### src/wdt_pkg.sv
// Purpose: Shared constants and types of the watchdog/interval timer.
// Assumes: 8-bit registers on a 16-bit CPU bus, byte addressed.
// Notes:   Control/status field order matches the packed struct below.

// ==========================================================================
// Package
package wdt_pkg;

  // ========================================================================
  // Register map and keys
  localparam logic [15:0] WDT_ADDR_CSR = 16'hFFA8;
  localparam logic [15:0] WDT_ADDR_CNT = 16'hFFA9;
  localparam logic [7:0]  WDT_KEY_CNT  = 8'h5A;
  localparam logic [7:0]  WDT_KEY_CSR  = 8'hA5;
  localparam logic [7:0]  WDT_CSR_RST  = 8'h00;
  localparam logic [7:0]  WDT_CNT_RST  = 8'h00;
  localparam logic [7:0]  WDT_CNT_MAX  = 8'hFF;
  localparam logic [7:0]  WDT_RD_NONE  = 8'h00;

  // ========================================================================
  // Field positions
  localparam int WDT_BIT_OVF = 7;
  localparam int WDT_BIT_WT  = 6;
  localparam int WDT_BIT_RUN = 5;
  localparam int WDT_BIT_PSS = 4;
  localparam int WDT_BIT_RST = 3;

  // ========================================================================
  // Timing counts
  localparam logic [9:0] WDT_CHIP_RST_CYC = 10'h206;
  localparam logic [9:0] WDT_RESET_OUT_PIN_CYC     = 10'h084;
  localparam logic [1:0] WDT_LAG_TICKS    = 2'h2;

  // Prescaler taps: log2 of the divisor per clock select code
  localparam int WDT_MAIN_LOG2 [8] = '{1, 6, 7, 9, 11, 13, 15, 17};
  localparam int WDT_SUB_LOG2  [8] = '{1, 2, 3, 4, 5, 6, 7, 8};
  localparam int WDT_PM_W = 17;
  localparam int WDT_PS_W = 7;

  // ========================================================================
  // Types
  typedef struct packed {
    logic        wr;
    logic        rd;
    logic        word;
    logic [15:0] addr;
    logic [15:0] wdata;
  } wdt_req_t;

  typedef struct packed {
    logic       ovf;
    logic       wt;
    logic       run;
    logic       pss;
    logic       rst_sel;
    logic [2:0] cks;
  } wdt_csr_t;

endpackage : wdt_pkg

### src/wdt_presc.sv
// Purpose: Main and sub prescalers with clock select tap.
// Assumes: sub_tick_i is a one-cycle pulse per sub-clock period.
// Notes:   Tick output is registered.

`timescale 1ns/1ps

// ==========================================================================
// Prescaler
module wdt_presc (
  // Clock and reset
  input  wire logic       clk_i,
  input  wire logic       nrst_i,
  input  wire logic       ce_i,
  // Selection
  input  wire logic       pss_i,
  input  wire logic [2:0] cks_i,
  input  wire logic       sub_tick_i,
  // Tick
  output logic            tick_o
);

  logic [wdt_pkg::WDT_PM_W-1:0] pm_r;
  logic [wdt_pkg::WDT_PM_W-1:0] pm_nxt;
  logic [wdt_pkg::WDT_PS_W-1:0] ps_r;
  logic [wdt_pkg::WDT_PS_W-1:0] ps_nxt;
  logic                         tick_r;
  logic                         tick_nxt;
  logic [7:0]                   mhit;
  logic [7:0]                   shit;

  // ========================================================================
  // Tap decode per select code
  for (genvar e = 0; e < 8; e++) begin : g_tap
    assign mhit[e] = &pm_r[wdt_pkg::WDT_MAIN_LOG2[e]-1:0];
    if (e < 7) begin : g_sub
      assign shit[e] = sub_tick_i & (&ps_r[wdt_pkg::WDT_SUB_LOG2[e]-1:0]);
    end else begin : g_main
      assign shit[e] = &pm_r[wdt_pkg::WDT_SUB_LOG2[e]-1:0];
    end
  end

  always_comb begin
    pm_nxt   = pm_r + 1'b1;
    ps_nxt   = sub_tick_i ? ps_r + 1'b1 : ps_r;
    tick_nxt = pss_i ? shit[cks_i] : mhit[cks_i];
  end

  always_ff @(posedge clk_i or negedge nrst_i) begin
    if (!nrst_i) begin
      pm_r   <= '0;
      ps_r   <= '0;
      tick_r <= 1'b0;
    end else if (ce_i) begin
      pm_r   <= pm_nxt;
      ps_r   <= ps_nxt;
      tick_r <= tick_nxt;
    end
  end

  assign tick_o = tick_r;

endmodule : wdt_presc

### src/wdt_rstgen.sv
// Purpose: Internal reset and reset-out pulse stretcher.
// Assumes: start_i is a one-cycle pulse.
// Notes:   Both pulses start together; outputs are registered.

`timescale 1ns/1ps

// ==========================================================================
// Reset generator
module wdt_rstgen (
  // Clock and reset
  input  wire logic clk_i,
  input  wire logic nrst_i,
  input  wire logic ce_i,
  // Trigger
  input  wire logic start_i,
  // Outputs
  output logic      chip_rst_o,
  output logic      reset_out_n_o
);

  logic [9:0] crc_r;
  logic [9:0] crc_nxt;
  logic [9:0] roc_r;
  logic [9:0] roc_nxt;
  logic       crst_r;
  logic       crst_nxt;
  logic       ron_r;
  logic       ron_nxt;

  always_comb begin
    crc_nxt = (crc_r != 10'h000) ? crc_r - 1'b1 : crc_r;
    roc_nxt = (roc_r != 10'h000) ? roc_r - 1'b1 : roc_r;
    if (start_i) begin
      crc_nxt = wdt_pkg::WDT_CHIP_RST_CYC;
      roc_nxt = wdt_pkg::WDT_RESET_OUT_PIN_CYC;
    end
    crst_nxt = (crc_nxt != 10'h000);
    ron_nxt  = (roc_nxt == 10'h000);
  end

  always_ff @(posedge clk_i or negedge nrst_i) begin
    if (!nrst_i) begin
      crc_r  <= 10'h000;
      roc_r  <= 10'h000;
      crst_r <= 1'b0;
      ron_r  <= 1'b1;
    end else if (ce_i) begin
      crc_r  <= crc_nxt;
      roc_r  <= roc_nxt;
      crst_r <= crst_nxt;
      ron_r  <= ron_nxt;
    end
  end

  assign chip_rst_o    = crst_r;
  assign reset_out_n_o = ron_r;

endmodule : wdt_rstgen

### src/wdt_top.sv
// Purpose: Watchdog / interval timer with keyed word writes.
// Assumes: One bus access per cycle; write data valid with wr.
// Notes:   Clock-switch gating is for the sub-clock-capable unit.

`timescale 1ns/1ps

// ==========================================================================
// Top
// Contract
// - Interval mode: overflow flag set raises the interval overflow irq.
// - Watchdog mode, interrupt option: overflow requests a non-maskable irq.
// - Counter and control accept only word writes; byte writes do nothing.
// - Shared address, upper byte counter key: low byte loads the counter.
// - Shared address, upper byte control key: low byte loads control.
// - Reads: control at the first byte address, counter at the next.
// - Counter write and increment in the same cycle: write wins.
// - Main to sub clock switch delays increments by about two ticks.
// - Sub to main switch blocks increments for the settle interval.
// - No clock switch means no counting deviation.
// - Watchdog reset option: chip reset 518 clocks, reset-out low 132.
// - Clearing run stops and zeroes the counter; setting run counts.
module wdt_top #(
  parameter bit          SWITCH_GATE = 1'b1,
  parameter logic [15:0] SETTLE_UNIT = 16'h0400
) (
  // Clock and reset
  input  wire logic            clk_i,
  input  wire logic            nrst_i,
  input  wire logic            ce_i,
  // CPU bus
  input  wire wdt_pkg::wdt_req_t req_i,
  output logic [7:0]           rdata_o,
  output logic                 rvalid_o,
  // Clock source control
  input  wire logic            sub_tick_i,
  input  wire logic            ctl_sub_i,
  input  wire logic [2:0]      settle_time_field_i,
  // Requests
  output logic                 interval_overflow_irq_o,
  output logic                 nmi_req_o,
  output logic                 chip_rst_o,
  output logic                 reset_out_pin_n_o
);

  // ========================================================================
  // Declarations
  wdt_pkg::wdt_csr_t csr_r;
  wdt_pkg::wdt_csr_t csr_nxt;
  wdt_pkg::wdt_csr_t csr_wr;
  logic [7:0]        cnt_r;
  logic [7:0]        cnt_nxt;
  logic [7:0]        rdata_r;
  logic [7:0]        rdata_nxt;
  logic              rvalid_r;
  logic              rvalid_nxt;
  logic              ovf_seen_r;
  logic              ovf_seen_nxt;
  logic              irq_r;
  logic              irq_nxt;
  logic              nmi_r;
  logic              nmi_nxt;
  logic              rst_start_r;
  logic              rst_start_nxt;
  logic [1:0]        lag_r;
  logic [1:0]        lag_nxt;
  logic [15:0]       settle_r;
  logic [15:0]       settle_nxt;
  logic              ctl_q_r;
  logic              ctl_q_nxt;
  logic [31:0]       settle_prod;
  logic              presc_tick;
  logic              gated_tick;
  logic              key_hit;
  logic              wr_cnt;
  logic              wr_csr;
  logic              ovf_ev;

  // ========================================================================
  // Prescaler
  wdt_presc u_presc (
    .clk_i      (clk_i),
    .nrst_i     (nrst_i),
    .ce_i       (ce_i),
    .pss_i      (csr_r.pss),
    .cks_i      (csr_r.cks),
    .sub_tick_i (sub_tick_i),
    .tick_o     (presc_tick)
  );

  // ========================================================================
  // Clock switch gating
  always_comb begin
    settle_prod = ({29'h0, settle_time_field_i} + 32'h1) * {16'h0, SETTLE_UNIT};
    ctl_q_nxt   = ctl_sub_i;
    lag_nxt     = lag_r;
    settle_nxt  = settle_r;
    if (lag_r != 2'h0 && sub_tick_i) begin
      lag_nxt = lag_r - 1'b1;
    end
    if (settle_r != 16'h0000) begin
      settle_nxt = settle_r - 1'b1;
    end
    if (SWITCH_GATE && ctl_sub_i && !ctl_q_r) begin
      lag_nxt    = wdt_pkg::WDT_LAG_TICKS;
      settle_nxt = 16'h0000;
    end
    if (SWITCH_GATE && !ctl_sub_i && ctl_q_r) begin
      settle_nxt = settle_prod[15:0];
      lag_nxt    = 2'h0;
    end
  end

  // Ticks pass unchanged while the clock mode stays put
  assign gated_tick = presc_tick && (lag_r == 2'h0)
                      && (settle_r == 16'h0000);

  always_ff @(posedge clk_i or negedge nrst_i) begin
    if (!nrst_i) begin
      lag_r    <= 2'h0;
      settle_r <= 16'h0000;
      ctl_q_r  <= 1'b0;
    end else if (ce_i) begin
      lag_r    <= lag_nxt;
      settle_r <= settle_nxt;
      ctl_q_r  <= ctl_q_nxt;
    end
  end

  // ========================================================================
  // Write decode
  always_comb begin
    key_hit = req_i.wr && req_i.word
              && (req_i.addr == wdt_pkg::WDT_ADDR_CSR);
    wr_cnt  = key_hit
              && (req_i.wdata[15:8] == wdt_pkg::WDT_KEY_CNT);
    wr_csr  = key_hit
              && (req_i.wdata[15:8] == wdt_pkg::WDT_KEY_CSR);
    csr_wr  = wdt_pkg::wdt_csr_t'(req_i.wdata[7:0]);
  end

  // ========================================================================
  // Counter and control/status
  always_comb begin
    csr_nxt      = csr_r;
    cnt_nxt      = cnt_r;
    ovf_ev       = 1'b0;
    ovf_seen_nxt = ovf_seen_r;
    // Flag cleared by writing 0, only after it was read as 1
    if (wr_csr) begin
      csr_nxt     = csr_wr;
      csr_nxt.ovf = csr_r.ovf & (csr_wr.ovf | ~ovf_seen_r);
      if (!csr_wr.ovf && ovf_seen_r) begin
        ovf_seen_nxt = 1'b0;
      end
    end
    if (req_i.rd && req_i.addr == wdt_pkg::WDT_ADDR_CSR && csr_r.ovf) begin
      ovf_seen_nxt = 1'b1;
    end
    if (wr_cnt) begin
      cnt_nxt = req_i.wdata[7:0];
    end else if (csr_r.run && gated_tick) begin
      cnt_nxt = cnt_r + 1'b1;
      ovf_ev  = (cnt_r == wdt_pkg::WDT_CNT_MAX);
    end
    // Set wins over a simultaneous clear
    if (ovf_ev) begin
      csr_nxt.ovf = 1'b1;
    end
    if (!csr_nxt.run) begin
      cnt_nxt = wdt_pkg::WDT_CNT_RST;
    end
  end

  always_ff @(posedge clk_i or negedge nrst_i) begin
    if (!nrst_i) begin
      csr_r      <= wdt_pkg::wdt_csr_t'(wdt_pkg::WDT_CSR_RST);
      cnt_r      <= wdt_pkg::WDT_CNT_RST;
      ovf_seen_r <= 1'b0;
    end else if (ce_i) begin
      csr_r      <= csr_nxt;
      cnt_r      <= cnt_nxt;
      ovf_seen_r <= ovf_seen_nxt;
    end
  end

  // ========================================================================
  // Overflow requests
  always_comb begin
    irq_nxt       = csr_nxt.ovf && !csr_nxt.wt;
    nmi_nxt       = ovf_ev && csr_r.wt && !csr_r.rst_sel;
    rst_start_nxt = ovf_ev && csr_r.wt && csr_r.rst_sel;
  end

  always_ff @(posedge clk_i or negedge nrst_i) begin
    if (!nrst_i) begin
      irq_r       <= 1'b0;
      nmi_r       <= 1'b0;
      rst_start_r <= 1'b0;
    end else if (ce_i) begin
      irq_r       <= irq_nxt;
      nmi_r       <= nmi_nxt;
      rst_start_r <= rst_start_nxt;
    end
  end

  wdt_rstgen u_rstgen (
    .clk_i         (clk_i),
    .nrst_i        (nrst_i),
    .ce_i          (ce_i),
    .start_i       (rst_start_r),
    .chip_rst_o    (chip_rst_o),
    .reset_out_n_o (reset_out_pin_n_o)
  );

  // ========================================================================
  // Read path
  always_comb begin
    rvalid_nxt = req_i.rd;
    rdata_nxt  = rdata_r;
    if (req_i.rd) begin
      case (req_i.addr)
        wdt_pkg::WDT_ADDR_CSR: rdata_nxt = csr_r;
        wdt_pkg::WDT_ADDR_CNT: rdata_nxt = cnt_r;
        default:               rdata_nxt = wdt_pkg::WDT_RD_NONE;
      endcase
    end
  end

  always_ff @(posedge clk_i or negedge nrst_i) begin
    if (!nrst_i) begin
      rdata_r  <= wdt_pkg::WDT_RD_NONE;
      rvalid_r <= 1'b0;
    end else if (ce_i) begin
      rdata_r  <= rdata_nxt;
      rvalid_r <= rvalid_nxt;
    end
  end

  // ========================================================================
  // Outputs
  assign rdata_o                 = rdata_r;
  assign rvalid_o                = rvalid_r;
  assign interval_overflow_irq_o = irq_r;
  assign nmi_req_o               = nmi_r;

endmodule : wdt_top
### config.mk
export PLATFORM = sky130hd
export DESIGN_NAME = wdt_top
export DESIGN_NICKNAME = d
export VERILOG_FILES = /design/src/wdt_pkg.sv /design/src/wdt_presc.sv /design/src/wdt_rstgen.sv /design/src/wdt_top.sv
export SDC_FILE = /design/constraint.sdc
export NUM_CORES = 1
export LEC_CHECK = 0
export BUFFER_PORTS_ARGS = -buffer_cell sky130_fd_sc_hd__buf_2
export CAP_MARGIN = 20
export CORE_ASPECT_RATIO = 0.6
export CORE_MARGIN = 5
export CORE_UTILIZATION = 50
export CTS_CLUSTER_DIAMETER = 100
export DETAILED_ROUTE_END_ITERATION = 8
export GPL_ROUTABILITY_DRIVEN = 0
export PLACE_DENSITY = 0.69
export SYNTH_ARGS = -nofsm -noshare
export SYNTH_HDL_FRONTEND = slang
export SYNTH_HIERARCHICAL = 1
export SYNTH_SLANG_ARGS = --single-unit
### constraint.sdc
create_clock -name clk_i -period 2.9 [get_ports clk_i]
set_clock_uncertainty 0.2 [all_clocks]
set_input_delay 0.58 -clock clk_i [delete_from_list [all_inputs] [get_ports clk_i]]
set_output_delay 0.58 -clock clk_i [all_outputs]
set_load 0.005 [all_outputs]
Yosys cells after proc, flatten, opt, wreduce, memory -nomap -nowiden
Index checks and enable logic that the tools add are counted.

operators by class
  $add $sub $neg = 8
  multipliers = 0
  divide/modulo/power cells = 0
  magnitude comparators = 1
  equality and inequality tests = 6
  shift-type cells = 0
  multiplexer cells = 26
  bitwise gates (word level) = 10
  reductions and logical operators = 55

operators with widths
  cell                   count
  $mux 16                3
  $mux 10                4
  $eq 16x16->1 const B   2
  $mux 8                 4
  $reduce_bool 10->1     3
  $sub 10x1->10 const B  2
  $add 17x1->17 const B  1
  $logic_and 1x1->1      17
  $reduce_and 17->1      1
  $eq 8x8->1 const B     2
  $logic_not 16->1       1
  $pmux 8 s2             1
  $reduce_bool 16->1     1
  $sub 16x1->16 const B  1
  $reduce_and 15->1      1
  $reduce_and 2->1       7
  $reduce_and 7->1       2
  $reduce_and 13->1      1
  $reduce_and 6->1       2
  $reduce_and 11->1      1
  $logic_not 10->1       1
  $mux 1                 9
  $reduce_and 9->1       1
  $add 8x1->8 const B    1
  other kinds (19)       37

word-level totals
  bits in registers = 95
  bits in latches = 0
  RAM bits = 0
  memory bits (read-only) = 0
  output and inout port bits = 13
  memories = 0

Logic depth before layout (Yosys ltp)
Gate-level depths: netlist (run 1).

  word-level depth = 8
  depth in mapped cells = 9
  mapped depth without buffers = 8

Modules after synthesis
Netlist (run 1), hierarchy kept.

by module, submodules not included
  module      times used  cells each  area an instance (µm²)
  wdt_top     1           279         2708.8
  wdt_rstgen  1           169         1446.4
  wdt_presc   1           120         1315.0

Worst setup path after synthesis (run 1)
Ideal clock, no wire load.

  path type = input -> register
  start point = in req_i[17] (netlist bit)
  end point = reg cnt_r[4]
  library setup time = 0.127 ns
  arrival = 2.401 ns
  data required time = 2.573 ns
  slack = 0.171 ns
  stages = 7
  buffers on the path = 1
  path through = nand4b_1 -> nor4_2 -> nand3_1 -> o31ai_1 -> or2_1 -> buf_4 -> mux2_1

on the way
  cells in the longest elaborated chain, start to end = 6

RTL lines
  element                            line            source
  start, declared                    wdt_top.sv:31   input wire wdt_pkg::wdt_req_t req_i,
  $eq 16x16->1 (*)                   wdt_top.sv:133  && (req_i.addr == wdt_pkg::WDT_ADDR_CSR);
  $logic_and 1x1->1 (*)              wdt_top.sv:133
  $logic_and 1x1->1                  wdt_top.sv:137  && (req_i.wdata[15:8] == wdt_pkg::WDT_KEY_CSR);
  $mux 8                             wdt_top.sv:149  if (wr_csr) begin
  $ne 3x1->1 (no source line)        --
  $reduce_and 2->1 (no source line)  --
  end signal, assigned               wdt_top.sv:177  cnt_r <= wdt_pkg::WDT_CNT_RST;
  end signal, assigned               wdt_top.sv:181  cnt_r <= cnt_nxt;
  end, declared                      wdt_top.sv:50   logic [7:0] cnt_r;

Mark *: on every way between the ends. The rest lies on a longest branch, timed or not.
A chain may end at the register's enable or synchronous reset.

Worst setup path after layout (run 1)
  start point = reg settle_r[0]
  end point = reg cnt_r[3]

on the way
  cells in the longest elaborated chain, start to end = 5

RTL lines
  element                            line            source
  start, declared                    wdt_top.sv:66   logic [15:0] settle_r;
  start signal, assigned             wdt_top.sv:124  settle_r <= settle_nxt;
  $logic_not 16->1                   wdt_top.sv:115  && (settle_r == 16'h0000);
  $logic_and 1x1->1                  wdt_top.sv:115
  $logic_and 1x1->1                  wdt_top.sv:161  end else if (csr_r.run && gated_tick) begin
  $ne 3x1->1 (no source line)        --
  $reduce_and 2->1 (no source line)  --

No other way between the ends.

==> results.txt, run 1 <==
number of violations reported at the end of detailed-routing iteration 0: 409
type of the setup path with the least slack: reg2reg
worst hold margin: 0.02913 ns
endpoint arrival time on the critical path: 2.79 ns
area share of the largest cell type after synthesis: 43.00%
combinational share of power: 23.4%
drc violations: 0
max capacitance violation total: 0
hold violation count in the final report: 0
count of buffers inserted at the top-level ports: 55
count of standard-cell rows: 29
number of clock sinks: 95
starting density of the core: 51.45%
routed vias: 4572
Max Fanout on Critical Path: 8
Max VDD drop: 0.4498 mV
maximum root-to-sink buffer count: 2
antenna violations before repair: 0
detailed placement HPWL: 9535 um
Setup Total Neg Slack: 0 ns
main flop type after synthesis: sky130_fd_sc_hd__dfrtp_1
Period Utilization, post-route: 95.39%
leading cell type in the layout, fill and taps excluded: sky130_fd_sc_hd__dfrtp_1
switching pwr: 1370 uW
clock transition at the registers of the reported paths: 0.07 ns
post-synthesis cell type with the largest combined area: sky130_fd_sc_hd__dfrtp_1
number of setup violations in the final report: 0
minimum period implied by the final worst setup slack: 2.766 ns
final core utilization: 58.95%
final layout net count: 683
flops & latches, synth: 95
I/O pin total: 56
number of nets in the synthesized netlist: 623
count of different cell masters after synthesis: 78
top area cells in the synthesized netlist: sky130_fd_sc_hd__dfrtp_1 43%, sky130_fd_sc_hd__xnor2_1 3.8%, sky130_fd_sc_hd__nand2_1 3.7%
proportion of register bits with asynchronous set or reset after synthesis: 100.0%
Clock Power Share: 30.0%
Die Span Y: 91.02 um
Ant. Diodes: 0
per-cell via count in the routed design: 5.922
most frequent cells in the layout: 94 x sky130_fd_sc_hd__dfrtp_1, 54 x sky130_fd_sc_hd__nand2_1, 54 x sky130_fd_sc_hd__buf_2, 43 x sky130_fd_sc_hd__nor2_1, 32 x sky130_fd_sc_hd__o21ai_0
power density cells: 650.1 nW/um2
via count of the first global-routing pass: 4392
combined global-route utilization of all metal layers: 20.02%
ratio of cells with drive above 1 in the final layout: 19.91%
post-synthesis instance total: 568
count of warnings emitted by yosys: 6
Placeable Area: 10630 um2
post-CTS setup buffer count: 0
CTS H-tree depth: 3
FMAX: 361.5 MHz
fill cell count: 890
width of the die: 145.0 um
Total Power: 4074 uW
outcome: finished, final reports clean
type of destination of the critical path: flop
mean cell area of the mapped netlist: 9.631 um2
area of the mapped netlist: 5470 um2
die area: 13200 um2
post-synthesis sequential area ratio: 43.48%
Antenna Violating Nets Remaining: 0
Slew Viols, Final: 0
Synth-to-Final Area Change: 14.57%
Static Leakage: 0.002725 uW
hold-fix buffer count after cts: 0
Inserted Clock Buffers: 9
leftover overflow at the end of global routing: 0
worst max-slew margin expressed relative to the limit: 61.63%
min setup slack post-route: 0.1337 ns
number of enable flip-flop cells after synthesis: 0
Cell Int Power: 2705 uW
critical path required time: 2.92 ns
first-pass GRT wire length: 22060 um
maximum number of pins on one net before global-route repair: 44
final routed wire length divided by cell count: 16.94 um
fraction of power consumed by sequential logic: 46.7%
startpoint kind of the worst setup timing path: flop
later-pin clock latency in the skew report: 0.35 ns
Routed WL: 13080 um
Post-Place Setup Slack: -0.02762 ns
transition time at the pin with the least slew margin: 0.5756 ns
share of total power consumed by net switching: 33.62%
cell at the root of the clock tree: sky130_fd_sc_hd__clkbuf_16
type of the tightest min-delay check: in2async
total iterations of the first detailed-routing run: 5
clock tree from TritonCTS: built
## timing repair
item,in CTS,in global routing
hold endpoints to repair,0,0
gates resized for setup,0,1
setup endpoints to repair,0,8
## state kept, by name, indices dropped and copies added (netlist names)
signal and cells:
ovf_seen_r 1, nmi_req_o 1, rvalid_o 1, u_presc/pm_r 17
u_rstgen/crc_r 10, rdata_o 8, u_rstgen/chip_rst_o 1, lag_r 2
interval_overflow_irq_o 1, u_rstgen/roc_r 10, cnt_r 8, rst_start_r 1
u_presc/tick_o 1, ctl_q_r 1, u_presc/ps_r 7, u_rstgen/reset_out_n_o 1
settle_r 16, csr_r 8
## layer usage
| metal | vias up | part of all wire [%] | track usage [%] |
|---|---|---|---|
| met3 | 12 | 6.7 | 4.876 |
| met4 | 0 | 0.91 | 5.172 |
| met1 | 2204 | 50 | 30.24 |
| met2 | 145 | 43 | 28.76 |
| met5 | - | 0 | 0 |
| li1 | 2211 | - | - |
## kinds of logic after synthesis
group / share of synthesized area (%)
simple gates: 23.97
compound gates: 13.88
flops: 43.48
buf+inv: 3.248
xor+xnor: 5.764
mux: 6.907
fa+ha+maj: 2.745
## critical path, cell delays in order (launching register included)
cell                      delay, ns
sky130_fd_sc_hd__dfrtp_1       0.41
sky130_fd_sc_hd__inv_1         0.07
sky130_fd_sc_hd__ha_1          0.20
sky130_fd_sc_hd__nor4b_2       0.33
sky130_fd_sc_hd__nand4_1       0.22
sky130_fd_sc_hd__nor2_1        0.30
sky130_fd_sc_hd__o31ai_1       0.15
sky130_fd_sc_hd__or2_1         0.38
sky130_fd_sc_hd__mux2_1        0.39
## synthesized netlist by cell type, drive strengths merged, types with 7 or more instances
cell	instances
a21oi	19
and3	11
buf	9
clkbuf	12
dfrtp	94
ha	12
inv	23
mux2	22
mux2i	13
nand2	55
nand3	25
nand4	15
nor2	45
nor3	21
nor4	10
o21ai	35
o31ai	7
xnor2	24
xor2	12
## worst paths after layout
check	from	slack, ns	endpoint	cells after the start
max	settle_r[0]	0.13	cnt_r[3]	8
min	nrst_i	0.03	u_rstgen/crc_r[3]	1
max reg2reg	settle_r[0]	0.13	cnt_r[3]	8
min reg2reg	u_presc/pm_r[10]	0.27	u_presc/pm_r[10]	1
max in group asynchronous	nrst_i	1.79	u_rstgen/reset_out_n_o	2
min in group clk_i	u_presc/pm_r[10]	0.27	u_presc/pm_r[10]	1
## power by group through the flow
stage               Combinational, uW  Sequential [uW]  Clock, uW
floorplan                         718             1820          0
global placement                  914             1890          0
detailed placement                938             1910          0
CTS                               944             1890       1250
global route                     1070             1940       1310
finish                            952             1900       1220
## metrics by stage
stage,std cells,instance area [um2]
4_1_cts,772,6261
3_5_place_dp,756,5956
3_3_place_gp,756,5956
5_1_grt,772,6267
6_report,772,6267
2_1_floorplan,568,5470
## layout make-up
type | instances | area, um2 | share of cell area, %
well taps | 139 | 173.9 | 2.775
flip-flops and latches | 95 | 2379 | 37.95
clock inverters | 7 | 80.08 | 1.278
clock buffers | 9 | 225.2 | 3.594
inverters | 23 | 86.33 | 1.378
multi-input cells | 429 | 2920 | 46.60
repair buffers | 70 | 402.9 | 6.428
(Power assumes the default switching activity.)
==> run 2: changes to the inputs <==
Settings changed: SYNTH_HIERARCHICAL 1 to unset.
==> results.txt, run 2 <==
outcome: finished, final reports clean (unchanged)
setup repair after global routing missed its margin: yes
Max Fanout on Critical Path: 8 (unchanged)
maximum number of pins on one net before global-route repair: 72 (was 44)
most instantiated library cell after synthesis: sky130_fd_sc_hd__dfrtp_1 (unchanged)
Ant. Diodes: 0 (unchanged)
CTS H-tree depth: 3 (unchanged)
global-route track usage on met1: 29.73% (was 30.24%)
number of flip-flops in the largest register: 17 (unchanged)
Post-Place Setup Slack: -0.2476 ns (was -0.02762 ns)
hold wc startpoint: u_presc.pm_r[10]
post-synthesis cell type with the largest combined area: sky130_fd_sc_hd__dfrtp_1 (unchanged)
first-pass GRT wire length: 22380 um (was 22060 um)
path depth of the worst reg2reg path: 6 (was 8)
most flop-heavy register: u_presc.pm_r (was u_presc/pm_r)
adder and majority cell fraction of the synthesized area: 2.929% (was 2.745%)
hold violation count in the final report: 0 (unchanged)
power density cells: 716.3 nW/um2 (was 650.1 nW/um2)
critical path's top delay family: simple AND/OR/NAND/NOR gates (unchanged)
min setup slack post-route: 0.01434 ns (was 0.1337 ns)
Largest regs: u_presc.pm_r: 17 flops, settle_r: 16 flops (was u_presc/pm_r: 17 flops, settle_r: 16 flops)
startpoint of the worst register-to-register path: settle_r[7] (was settle_r[0])
proportion of register bits with asynchronous set or reset after synthesis: 100.0% (unchanged)
largest family of logic cells by synthesized area: simple AND/OR/NAND/NOR gates (unchanged)
startpoint kind of the worst setup timing path: flop (unchanged)
total iterations of the first detailed-routing run: 5 (unchanged)
multiplexer area fraction after synthesis: 8.788% (was 6.908%)
Period Utilization, post-route: 99.51% (was 95.39%)
per-cell via count in the routed design: 5.925 (was 5.922)
Setup Total Neg Slack: 0 ns (unchanged)
die area: 13380 um2 (was 13200 um2)
series of cell instances along the critical path: or4_4, or4_4, nor3_4, nand2_1, a311o_2, mux2_4 (was inv_1, ha_1, nor4b_2, nand4_1, nor2_1, o31ai_1, or2_1, mux2_1)
clock transition at the registers of the reported paths: 0.07 ns (about the same)
Die Span Y: 91.63 um (was 91.02 um)
starting density of the core: 51.88% (was 51.45%)
Clock Power Share: 24.5% (was 30.0%)
type of destination of the critical path: flop (unchanged)
number of clock sinks: 95 (unchanged)
count of warnings emitted by yosys: 0 (was 6)
final routed wire length divided by cell count: 16.62 um (was 16.94 um)
ranking of synthesized cells by instance count: 94 x sky130_fd_sc_hd__dfrtp_1, 65 x sky130_fd_sc_hd__nand2_1, 49 x sky130_fd_sc_hd__nor2_1 (was 94 x sky130_fd_sc_hd__dfrtp_1, 54 x sky130_fd_sc_hd__nand2_1, 43 x sky130_fd_sc_hd__nor2_1)
critical path required time: 2.93 ns (was 2.92 ns)
number of enable flip-flop cells after synthesis: 0 (unchanged)
endpoint arrival time on the critical path: 2.92 ns (was 2.79 ns)
area of the mapped netlist: 5553 um2 (was 5470 um2)
reg-to-reg setup timing slack: 0.01 ns (was 0.13 ns)
Design Area, Final: 6525 um2 (was 6267 um2)
placed cell areas: 6180 um2 (was 5956 um2)
final layout net count: 720 (was 683)
Inserted Clock Buffers: 9 (unchanged)
number of setup violations in the final report: 0 (unchanged)
Placeable Area: 10700 um2 (was 10630 um2)
Slowest Stage Delay on Critical Path: 0.57 ns (was 0.41 ns)
flops & latches, synth: 95 (unchanged)
worst max-slew margin expressed relative to the limit: 50.04% (was 61.63%)
FMAX: 346.5 MHz (was 361.5 MHz)
ratio of cells with drive above 1 in the final layout: 22.57% (was 19.91%)
gr busiest metal: met2 (was met1)
combined global-route utilization of all metal layers: 20.33% (was 20.02%)
Cell Int Power: 2969 uW (was 2705 uW)
count of standard-cell rows: 29 (unchanged)
mean cell area of the mapped netlist: 9.412 um2 (was 9.631 um2)
post-synthesis share of cell area spent on and, or, nand and nor gates: 21.90% (was 23.97%)
max capacitance violation total: 0 (unchanged)
compound-gate portion of the synthesized area: 15.32% (was 13.88%)
transition time at the pin with the least slew margin: 0.7436 ns (was 0.5756 ns)
top area cells in the synthesized netlist: sky130_fd_sc_hd__dfrtp_1 42%, sky130_fd_sc_hd__nand2_1 4.4%, sky130_fd_sc_hd__mux2_2 3.7% (was sky130_fd_sc_hd__dfrtp_1 43%, sky130_fd_sc_hd__xnor2_1 3.8%, sky130_fd_sc_hd__nand2_1 3.7%)
GR Util met3: 5.616% (was 4.876%)
most frequent cells in the layout: 94 x sky130_fd_sc_hd__dfrtp_1, 65 x sky130_fd_sc_hd__nand2_1, 54 x sky130_fd_sc_hd__buf_2, 48 x sky130_fd_sc_hd__nor2_1, 38 x sky130_fd_sc_hd__o21ai_0 (was 94 x sky130_fd_sc_hd__dfrtp_1, 54 x sky130_fd_sc_hd__nand2_1, 54 x sky130_fd_sc_hd__buf_2, 43 x sky130_fd_sc_hd__nor2_1, 32 x sky130_fd_sc_hd__o21ai_0)
antenna violations before repair: 0 (unchanged)
area share of the largest cell type after synthesis: 42.36% (was 43.00%)
later-pin clock latency in the skew report: 0.35 ns (about the same)
global routing met2 resource utilization: 29.80% (was 28.76%)
Static Leakage: 0.002876 uW (was 0.002725 uW)
combinational share of power: 33.4% (was 23.4%)
I/O pin total: 56 (unchanged)
main flop type after synthesis: sky130_fd_sc_hd__dfrtp_1 (unchanged)
critical path buffer and inverter count: 0 (was 1)
count of buffers inserted at the top-level ports: 55 (unchanged)
leftover overflow at the end of global routing: 0 (unchanged)
width of the die: 146.1 um (was 145.0 um)
Slew Viols, Final: 0 (unchanged)
fraction of power consumed by sequential logic: 42.1% (was 46.7%)
Endpoint, Worst Hold: u_presc.pm_r[10]
post-synthesis instance total: 590 (was 568)
leading cell type in the layout, fill and taps excluded: sky130_fd_sc_hd__dfrtp_1 (unchanged)
number of nets in the synthesized netlist: 646 (was 623)
Max VDD drop: 0.3647 mV (was 0.4498 mV)
via count of the first global-routing pass: 4534 (was 4392)
Synth-to-Final Area Change: 17.51% (was 14.57%)
area share of xor/xnor cells in the synthesized design: 4.890% (was 5.764%)
cell at the root of the clock tree: sky130_fd_sc_hd__clkbuf_16 (unchanged)
post-synthesis sequential area ratio: 42.83% (was 43.48%)
type of the tightest min-delay check: reg2reg (was in2async)
Antenna Violating Nets Remaining: 0 (unchanged)
switching pwr: 1705 uW (was 1370 uW)
minimum period implied by the final worst setup slack: 2.886 ns (was 2.766 ns)
Routed WL: 13430 um (was 13080 um)
count of different cell masters after synthesis: 66 (was 78)
clock tree from TritonCTS: built (unchanged)
type of the setup path with the least slack: reg2reg (unchanged)
cell count of the worst hold path: 1
number of violations reported at the end of detailed-routing iteration 0: 461 (was 409)
detailed placement HPWL: 9588 um (was 9535 um)
cell type of the slowest stage on the worst timing path: sky130_fd_sc_hd__or4_4 (was sky130_fd_sc_hd__dfrtp_1)
share of total power consumed by net switching: 36.47% (was 33.62%)
end of the worst register-to-register path: cnt_r[3] (unchanged)
most prevalent standard cell on the critical path: sky130_fd_sc_hd__or4_4
routed vias: 4787 (was 4572)
maximum root-to-sink buffer count: 2 (unchanged)
drc violations: 0 (unchanged)
==> run 2: changes by cell type in the layout (fill, tap and decap cells not counted), sizes merged, moves of 6 or more <==
cell / before / now
and3: 11 / 5
nor2b: 2 / 10
nand2: 55 / 65
nand2b: 3 / 11
buf: 70 / 86
==> run 2: worst max path at each step <==
| stage | slack [ns] | cells past startpoint | to | start |
|---|---|---|---|---|
| finish | 0.01 | 6 | cnt_r[3] | settle_r[7] |
| global route | -0.03 | 6 | cnt_r[3] | settle_r[9] |
| CTS | -0.002 | 6 | nmi_req_o | settle_r[8] |
| detailed placement | -0.25 | 6 | cnt_r[3] | req_i[17] |
| global placement | -0.19 | 6 | cnt_r[3] | req_i[17] |
| floorplan | 0.01 | 8 | cnt_r[1] | settle_r[8] |
==> run 2: metrics by stage <==
stage	utilization [%]	hold slack, ns	std cells	power, uW
final	60.96	0.2772	808	4674
after global placement	57.73	0.2587	790	3420
after floorplan	-	0.08441	590	3009
after CTS	60.74	0.2812	808	4655
after detailed placement	57.73	0.2643	790	3496
after global routing	60.96	0.2852	808	4987
==> run 2: cell type report <==
cell class              instances  area [um2]
inverters                      21       78.83
well taps                     139       173.9
flip-flops and latches         95        2379
clock inverters                 5       41.29
repair buffers                 87       558.0
clock buffers                  11       242.7
multi-input cells             450        3052
fillers                       886        4179
==> run 2: power groups by stage <==
stage / logic (uW) / clock network [uW] / registers (uW)
after floorplan: 1120 / 0 / 1890
after global placement: 1470 / 0 / 1950
after detailed placement: 1520 / 0 / 1970
after CTS: 1540 / 1160 / 1950
after global routing: 1740 / 1230 / 2020
final: 1560 / 1150 / 1970
==> run 2: per-layer routing <==
metal	part of all wire [%]	vias to the layer above
li1	-	2296
met1	48	2263
met2	42	205
met3	8.4	23
met4	1.5	0
met5	0	-
==> run 2: cells by family after synthesis <==
family          after synthesis
simple gates                234
mux                          43
flops                        95
compound gates              129
buf+inv                      45
fa+ha+maj                    13
xor+xnor                     31
==> run 2: timing repair <==
| action | CTS | global route |
|---|---|---|
| hold buffers | 1 | 0 |
| setup endpoints to repair | 10 | 13 |
| gates resized for setup | 4 | 5 |
| buffers inserted | 1 | 0 |
| endpoints found under the hold margin | 24 | 0 |
| pin swaps | 2 | 2 |
